[config.mk]
export PLATFORM = sky130hd
export DESIGN_NAME = led_latch_detect
export DESIGN_NICKNAME = d
export VERILOG_FILES = /design/src/hdl/led_channel.v /design/src/hdl/led_latch_detect.v
export VERILOG_INCLUDE_DIRS = /design/src /design/src/include
export SDC_FILE = /design/constraint.sdc
export NUM_CORES = 1
export LEC_CHECK = 0
export ABC_AREA = 1
export BUFFER_PORTS_ARGS = -buffer_cell sky130_fd_sc_hd__buf_4
export CAP_MARGIN = 20
export CELL_PAD_IN_SITES_DETAIL_PLACEMENT = 1
export CELL_PAD_IN_SITES_GLOBAL_PLACEMENT = 2
export CORE_UTILIZATION = 28
export CTS_CLUSTER_DIAMETER = 40
export DETAILED_ROUTE_END_ITERATION = 16
export PLACE_DENSITY_LB_ADDON = 0.1
export SYNTH_ARGS = -nofsm -noshare
export SYNTH_HDL_FRONTEND = slang
export SYNTH_HIERARCHICAL = 1
export SYNTH_SLANG_ARGS = --single-unit
[constraint.sdc]
create_clock -name sys_clk_i -period 1 [get_ports sys_clk_i]
set_clock_uncertainty 0.05 [all_clocks]
set_input_delay 0.15 -clock sys_clk_i [delete_from_list [all_inputs] [get_ports sys_clk_i]]
set_output_delay 0.15 -clock sys_clk_i [all_outputs]
set_load 0.01 [all_outputs]
[src/include/led_consts.vh]
// Constants for the latch edge detector.
// Included by the design files; definitions only.
`ifndef LED_CONSTS_VH
`define LED_CONSTS_VH

`define LED_CH_WIDE      2
`define LED_CH_NARROW    1
`define LED_CFG_OFF      1'h0
`define LED_BIT_OFF      1'h0
`define LED_BIT_ON       1'h1
`define LED_MODE_NONE    4'h1
`define LED_MODE_RISE    4'h2
`define LED_MODE_FALL    4'h4
`define LED_MODE_BOTH    4'h8
`define LED_PIN_CH0      0
`define LED_PIN_CH1      1
`define LED_SYNC_RESET   2'h0

`endif

[src/hdl/led_channel.v]
// One latch edge detection channel: synchroniser, edge compare and strobe.
// Assumes the input is an asynchronous pin and the enables are on sys_clk_i.
`timescale 1ns/1ps
`default_nettype none
`include "led_consts.vh"

module led_channel (
    input  wire sys_clk_i,
    input  wire rst_i,
    input  wire pin_i,
    input  wire rise_en_i,
    input  wire fall_en_i,
    output reg  strobe_o
);

    reg [1:0] sync;
    reg       prev;

    wire cur  = sync[1];
    wire rise = cur & ~prev;
    wire fall = ~cur & prev;

    always @(posedge sys_clk_i) begin
        if (rst_i) begin
            sync     <= `LED_SYNC_RESET;
            prev     <= `LED_BIT_OFF;
            strobe_o <= `LED_BIT_OFF;
        end else begin
            // Stage 0 feeds only stage 1
            sync     <= {sync[0], pin_i};
            prev     <= cur;                                        // [RULE11]
            // Either-edge pulse when both enables are set
            strobe_o <= (rise_en_i & rise) | (fall_en_i & fall);    // [RULE1] [RULE2] [RULE11]
        end
    end

endmodule
`default_nettype wire

[src/hdl/led_latch_detect.v]
// Latch event detector: turns latch pins into one-cycle latch strobes.
// Assumes each counter stage copies its count on a high strobe.
`timescale 1ns/1ps
`default_nettype none
`include "led_consts.vh"

// Overview of operation
// RULE1: A low-to-high input with rising sensing enabled gives a one-cycle high output.
// RULE2: A high-to-low input with falling sensing enabled gives a one-cycle high output.
// RULE3: Each channel has its own rising and falling enable, both off by default.
// RULE4: Configuration of one channel governs only that channel.
// RULE5: Channel 0 reads latch pin 0 and channel 1 reads latch pin 1, fixed.
// RULE6: Channel 0 drives counter stage 0 latch and channel 1 drives stage 1 latch.
// RULE7: In the 32-bit configuration there is no second output channel.
// RULE8: In the 32-bit configuration only the first latch pin is monitored.
// RULE9: Each channel takes a single-bit input from the latch pins only.
// RULE10: A high strobe at a stage latch input copies that stage count into its hold register.
// RULE11: With both enables set either edge pulses, edges found against the previous sample.
module led_latch_detect #(
    parameter WIDE32 = 0
) (
    input  wire       sys_clk_i,
    input  wire       rst_i,
    input  wire [1:0] latch_pin_i,
    input  wire [1:0] rise_en_i,
    input  wire [1:0] fall_en_i,
    output wire [1:0] stage_latch_o
);

    // A pin level shorter than one clock may be missed by the synchroniser.
    // A pin already high at reset release reads as a rising edge.
    // Strobes appear two clocks after the pin change is first sampled.

    // Channels built: one in 32-bit use, two otherwise
    localparam NCH = WIDE32 ? `LED_CH_NARROW : `LED_CH_WIDE;

    // Channel n always reads pin n and feeds stage n
    localparam CH0 = `LED_PIN_CH0;
    localparam CH1 = `LED_PIN_CH1;

    // Sense modes of one channel, one-hot
    localparam [3:0] MODE_NONE = `LED_MODE_NONE;
    localparam [3:0] MODE_RISE = `LED_MODE_RISE;
    localparam [3:0] MODE_FALL = `LED_MODE_FALL;
    localparam [3:0] MODE_BOTH = `LED_MODE_BOTH;

    // Folds the two enables of one channel into its mode
    function [3:0] mode_of;
        input rise;
        input fall;
        begin
            if (rise & fall) begin
                mode_of = MODE_BOTH;
            end else if (rise) begin
                mode_of = MODE_RISE;
            end else if (fall) begin
                mode_of = MODE_FALL;
            end else begin
                mode_of = MODE_NONE;
            end
        end
    endfunction

    // Rising sensing is on in the rise and both modes
    function mode_rise;
        input [3:0] mode;
        begin
            case (mode)
                MODE_NONE: begin
                    mode_rise = `LED_CFG_OFF;
                end
                MODE_RISE: begin
                    mode_rise = `LED_BIT_ON;
                end
                MODE_FALL: begin
                    mode_rise = `LED_CFG_OFF;
                end
                MODE_BOTH: begin
                    mode_rise = `LED_BIT_ON;
                end
                default: begin
                    mode_rise = `LED_CFG_OFF;
                end
            endcase
        end
    endfunction

    // Falling sensing is on in the fall and both modes
    function mode_fall;
        input [3:0] mode;
        begin
            case (mode)
                MODE_NONE: begin
                    mode_fall = `LED_CFG_OFF;
                end
                MODE_RISE: begin
                    mode_fall = `LED_CFG_OFF;
                end
                MODE_FALL: begin
                    mode_fall = `LED_BIT_ON;
                end
                MODE_BOTH: begin
                    mode_fall = `LED_BIT_ON;
                end
                default: begin
                    mode_fall = `LED_CFG_OFF;
                end
            endcase
        end
    endfunction

    // True when channel idx exists in this build
    function chan_built;
        input integer idx;
        begin
            chan_built = (idx < NCH);
        end
    endfunction

    // Registered modes; the pin path sees an enable one cycle late
    reg  [3:0] mode0;
    reg  [3:0] mode1;
    reg  [3:0] next_mode0;
    reg  [3:0] next_mode1;

    // Raw enables per channel, before registering
    wire       rise_req0;
    wire       fall_req0;
    wire       rise_req1;
    wire       fall_req1;

    assign rise_req0 = rise_en_i[CH0];
    assign fall_req0 = fall_en_i[CH0];
    assign rise_req1 = rise_en_i[CH1];
    assign fall_req1 = fall_en_i[CH1];

    // Enables decoded from the registered modes
    wire       rise_cfg0;
    wire       fall_cfg0;
    wire       rise_cfg1;
    wire       fall_cfg1;

    // Pins and strobes per channel
    wire       pin0;
    wire       pin1;
    wire       strobe0;
    wire       strobe1;

    assign pin0 = latch_pin_i[CH0];                                 // [RULE5] [RULE9]
    assign pin1 = latch_pin_i[CH1];                                 // [RULE5] [RULE9]

    // Channel 0 mode follows its own enables only
    always @* begin
        if (chan_built(CH0)) begin
            next_mode0 = mode_of(rise_req0, fall_req0);             // [RULE4] [RULE11]
        end else begin
            next_mode0 = MODE_NONE;
        end
    end

    // Channel 1 stays idle when it is not built
    always @* begin
        if (chan_built(CH1)) begin
            next_mode1 = mode_of(rise_req1, fall_req1);             // [RULE4] [RULE11]
        end else begin
            next_mode1 = MODE_NONE;                                 // [RULE8]
        end
    end

    // Both senses off after reset
    always @(posedge sys_clk_i) begin
        if (rst_i) begin
            mode0 <= MODE_NONE;                                     // [RULE3]
        end else begin
            mode0 <= next_mode0;
        end
    end

    always @(posedge sys_clk_i) begin
        if (rst_i) begin
            mode1 <= MODE_NONE;                                     // [RULE3]
        end else begin
            mode1 <= next_mode1;
        end
    end

    assign rise_cfg0 = mode_rise(mode0);                            // [RULE1]
    assign fall_cfg0 = mode_fall(mode0);                            // [RULE2]
    assign rise_cfg1 = mode_rise(mode1);                            // [RULE1]
    assign fall_cfg1 = mode_fall(mode1);                            // [RULE2]

    // Channel 0 is present in every build
    led_channel u_ch0 (
        .sys_clk_i (sys_clk_i),
        .rst_i     (rst_i),
        .pin_i     (pin0),
        .rise_en_i (rise_cfg0),
        .fall_en_i (fall_cfg0),
        .strobe_o  (strobe0)
    );

    generate
        if (NCH > CH1) begin : ch1_on
            led_channel u_ch1 (
                .sys_clk_i (sys_clk_i),
                .rst_i     (rst_i),
                .pin_i     (pin1),
                .rise_en_i (rise_cfg1),
                .fall_en_i (fall_cfg1),
                .strobe_o  (strobe1)
            );
        end else begin : ch1_off
            // No second pin watch and no second strobe in 32-bit use
            assign strobe1 = `LED_BIT_OFF;                          // [RULE7] [RULE8]
        end
    endgenerate

    // Strobe n drives the latch of counter stage n, which captures on high
    assign stage_latch_o[CH0] = strobe0;                            // [RULE6] [RULE10]
    assign stage_latch_o[CH1] = strobe1 & chan_built(CH1);          // [RULE6] [RULE7]

endmodule
`default_nettype wire

======== Word-level counts from Yosys, hierarchy flattened ========
Cells that the tools add are included.
W data, S select, Z words.
cells by class
  equality and inequality tests ........... 6
  multiplexer cells ....................... 10
  bitwise logic cells ..................... 16
  reductions and logical operators ........ 8
operator list
  kind                  number
  $mux W3               4
  $reduce_or A2 Y1      6
  $and A1 B1 Y1         10
  $eq A4 B2 Y1 const B  2
  $eq A4 B3 Y1 const B  2
  $eq A4 B4 Y1 const B  2
  $mux W4               2
  $reduce_or A3 Y1      2
  $mux W1               4
  $not A1 Y1            4
  $or A1 B1 Y1          2
word-level totals
  flip-flop bits (word level) ............. 16
  output and inout bits ................... 2
  word-level logic and storage cells ...... 52

======== Longest topological paths before layout ========
  depth after elaboration ................. 5
  gate-level depth with buffers ........... 8

======== Hierarchy ========
Netlist, hierarchy kept.
modules (own cells, without submodules)
  module            times used  cells an instance  area each (um^2)
  led_latch_detect  1           45                 324.1
  led_channel       2           17                 130.1

======== Worst setup path before layout ========
Ideal clock, no wire load.
  path type ............................... reg-to-reg
  from .................................... register mode1[3]
  to ...................................... register ch1_on.u_ch1.strobe_o
  arrival ................................. 718 ps
  data required time ...................... 886 ps
  path slack .............................. 168 ps
  cell stages (with the launch flop) ...... 8
  path buffers ............................ 0
  path through ............................ dfxtp_1 -> nor2_1 -> nand2_1 -> nand2_1 -> nand2_1 -> nand2_1 -> nand2_1 -> nor2_1
between the ends
  longest elaborated chain between the ends .. 5
RTL lines
  element                                              line                    source
  from (decl)                                          led_latch_detect.v:122  reg [3:0] mode1;
  from (signal assigned)                               led_latch_detect.v:183  mode1 <= next_mode1;
  $eq A4 B4 Y1 / $eq A4 B2 Y1 (equally long branches)  led_latch_detect.v:68   case (mode)
  $reduce_or A2 Y1 (no source line) *                  -
  $mux W1 *                                            led_latch_detect.v:68
  via rise_cfg1                                        led_latch_detect.v:140  wire rise_cfg1;
  $and A1 B1 Y1 *                                      led_channel.v:33        strobe_o <= (rise_en_i & rise) | (fall_en_i & fall);
  $or A1 B1 Y1 *                                       led_channel.v:33
  to (signal assigned)                                 led_channel.v:27        strobe_o <= `LED_BIT_OFF;
  to (signal assigned)                                 led_channel.v:33
  to (decl)                                            led_channel.v:13        output reg strobe_o
Mark *: on every way through the listed nets, which the timed path passes. The rest lies on a longest branch.
A chain may end at the register's enable or synchronous reset.

======== Final worst setup path ========
  from .................................... register u_ch0.strobe_o
  to ...................................... output port stage_latch_o[0]
RTL lines
  element                 line                   source
  from (decl)             led_channel.v:13
  from (signal assigned)  led_channel.v:27
  from (signal assigned)  led_channel.v:33
  to (decl)               led_latch_detect.v:27  output wire [1:0] stage_latch_o
No word-level cell between the ends.

==> results.toml <==
[power_and_ir_drop]
p_leak_nw = 0.362
vdd_drop_max_v = 0.000631
p_per_area_nw_per_um2 = 1600

[worst_setup_path]
crit_chain = "buf_4"
crit_type = "reg2out"
cp_num_buf_inv = 1
crit_required_ns = 0.80
cpLargestDelayFamily = "flip-flops"
start_kind = "flop"
crit_path_max_fanout = 1
cpPeakStageDelay_ns = 0.31
crit_arrival_ns = 0.73
end_kind = "primary output"
crit_slowest_cell = "dfxtp_1"

[clock_network]
insertion_delay_ns = 0.29
clk_pin_slew_ns = 0.10
cts.sinks = 16
cts_buffer_depth = 2
cts_root_buf = "clkbuf_4"
ctsHtreeMaxLevel = 1
cts_tree = "built"
cts_made_buffers = 3

[routing]
drt-initial-drc-count = 7
drtPass1Iterations = 4
drc = 0
ant_nets = 0
via_count = 475
viasPerCell = 3.93
wire_per_inst_microns = 8.44
wl_mm = 1.02

[logic_synthesis]
syn_area_per_cell_sq_um = 7.40
yosysWarnings = 6
ys_seq_area_frac = 0.548
synth_seq_cells = 16
synth.distinct_cells = 12
synth_nets = 87
synth_area_sq_um = 584
syn_inst = 79

[finish]
diodes = 0
layout_common_cells = "nor2_1 (18), nand2_1 (15), inv_1 (14), dfxtp_1 (13), buf_4 (9)"
area_delta_synth_final_pct = 29.3
nFillCells = 265
stdcell_count = 121
nets = 103
layout-drive-gt1-share = 0.245
final_area_sq_um = 756
layout_commonest_cell = "nor2_1"

[die]
die_h_microns = 47.7
start_util = 0.298
core_sq_um = 1960
rows = 16
fp.dieW_microns = 47.7
dieArea_sq_um = 2270
pin_count = 10

[min_path]
hp-class = "in2reg"

[global_route]
overflow = 0
track_usage = 0.111
grt_antenna_before_repair = 0
grt_first_pass_wirelength_mm = 1.68
grt_pass1_vias = 443
grt_max_degree = 14

[placement]
post_dp_cell_area_sq_um = 671
gp_congestion = 0.639
dp_hpwl_microns = 725
portBuffers = 9
dp_cells = 113

[timing]
period_share = 0.933
min_period_ns = 0.933
max-slew-margin-rel = 0.892
setup_viol = 0
tightestPinTransition_ns = 0.162
finalHoldViolCount = 0
rsz0062_at_grt = "yes"
max_freq_mhz = 1070
drv_slew = 0

[flow_run]
maxCapViolCount = 0

[status]
outcome = "completed"
==> report_power, final <==
part | total (mW) | switching (mW) | internal [mW]
Combinational | 0.102 | 0.0506 | 0.0516
Sequential | 0.679 | 0.0144 | 0.664
Clock | 0.431 | 0.209 | 0.222
==> metal layers <==
layer  global-route usage  wire (microns)  vias to the layer above
met4               0.0667               0                        0
met5                    0               0                        -
met2                0.173             447                       11
met3               0.0340              37                        0
li1                     -               -                      257
met1                0.133             536                      207
==> cells in the mapped netlist <==
cell | count | area (sq um)
nor2_2 | 1 | 6.26
inv_2 | 1 | 3.75
inv_1 | 15 | 56.3
dfxtp_1 | 16 | 320
buf_4 | 2 | 15.0
nor3_2 | 1 | 10.0
nand2_1 | 15 | 56.3
o21ai_0 | 2 | 10.0
nor2_1 | 20 | 75.1
nor3_1 | 3 | 15.0
nand2_2 | 1 | 6.26
a21oi_1 | 2 | 10.0
==> per-stage QoR <==
stage	utilization	hold WS (ns)	total power, mW	setup slack, ns	setup TNS, ns
after global routing	0.385	0.0223	1.27	-0.0191	-0.0191
after floorplan	-	0.170	0.737	0.168	0
final	0.385	0.00901	1.21	0.0675	0
after global placement	0.342	0.282	0.780	0.105	0
after CTS	0.381	0.00243	1.23	0.0535	0
after detailed placement	0.342	0.279	0.781	0.0994	0
==> repair_timing <==
action,in CTS,in global routing
endpoints found under the setup margin,0,2
resized for setup,0,6
endpoints found under the hold margin,4,0
hold buffers,4,0
buffers inserted,0,0
==> state kept, by name (all words and copies together) (netlist names) <==
register	flops
mode0	4
u_ch0/prev	1
ch1_on.u_ch1/strobe_o	1
ch1_on.u_ch1/sync	2
u_ch0/strobe_o	1
mode1	4
u_ch0/sync	2
ch1_on.u_ch1/prev	1
==> layout make-up <==
class / instances / area, sq um / area share
Tap cell: 27 / 33.8 / 0.0447
Timing Repair Buffer: 13 / 108 / 0.142
Inverter: 16 / 60.1 / 0.0795
Sequential cell: 16 / 324 / 0.429
Multi-Input combinational cell: 45 / 194 / 0.257
Clock buffer: 4 / 36.3 / 0.0480
==> cell families after synthesis <==
kind of cell / share of synthesized area
flops: 0.548
simple gates: 0.289
buf+inv: 0.128
compound gates: 0.0343
==> path summary, 6_finish.rpt <==
path                                         endpoint  cells after the start  slack (ns)            from
worst min register to register          u_ch0/sync[1]                      2        0.36   u_ch0/sync[0]
worst min-delay path                    u_ch0/sync[0]                      3       0.009  latch_pin_i[0]
worst max register to register  ch1_on.u_ch1/strobe_o                      8        0.10        mode1[3]
worst max-delay path                 stage_latch_o[0]                      1        0.07  u_ch0/strobe_o
No activity file was read; power rests on OpenSTA's default activity.
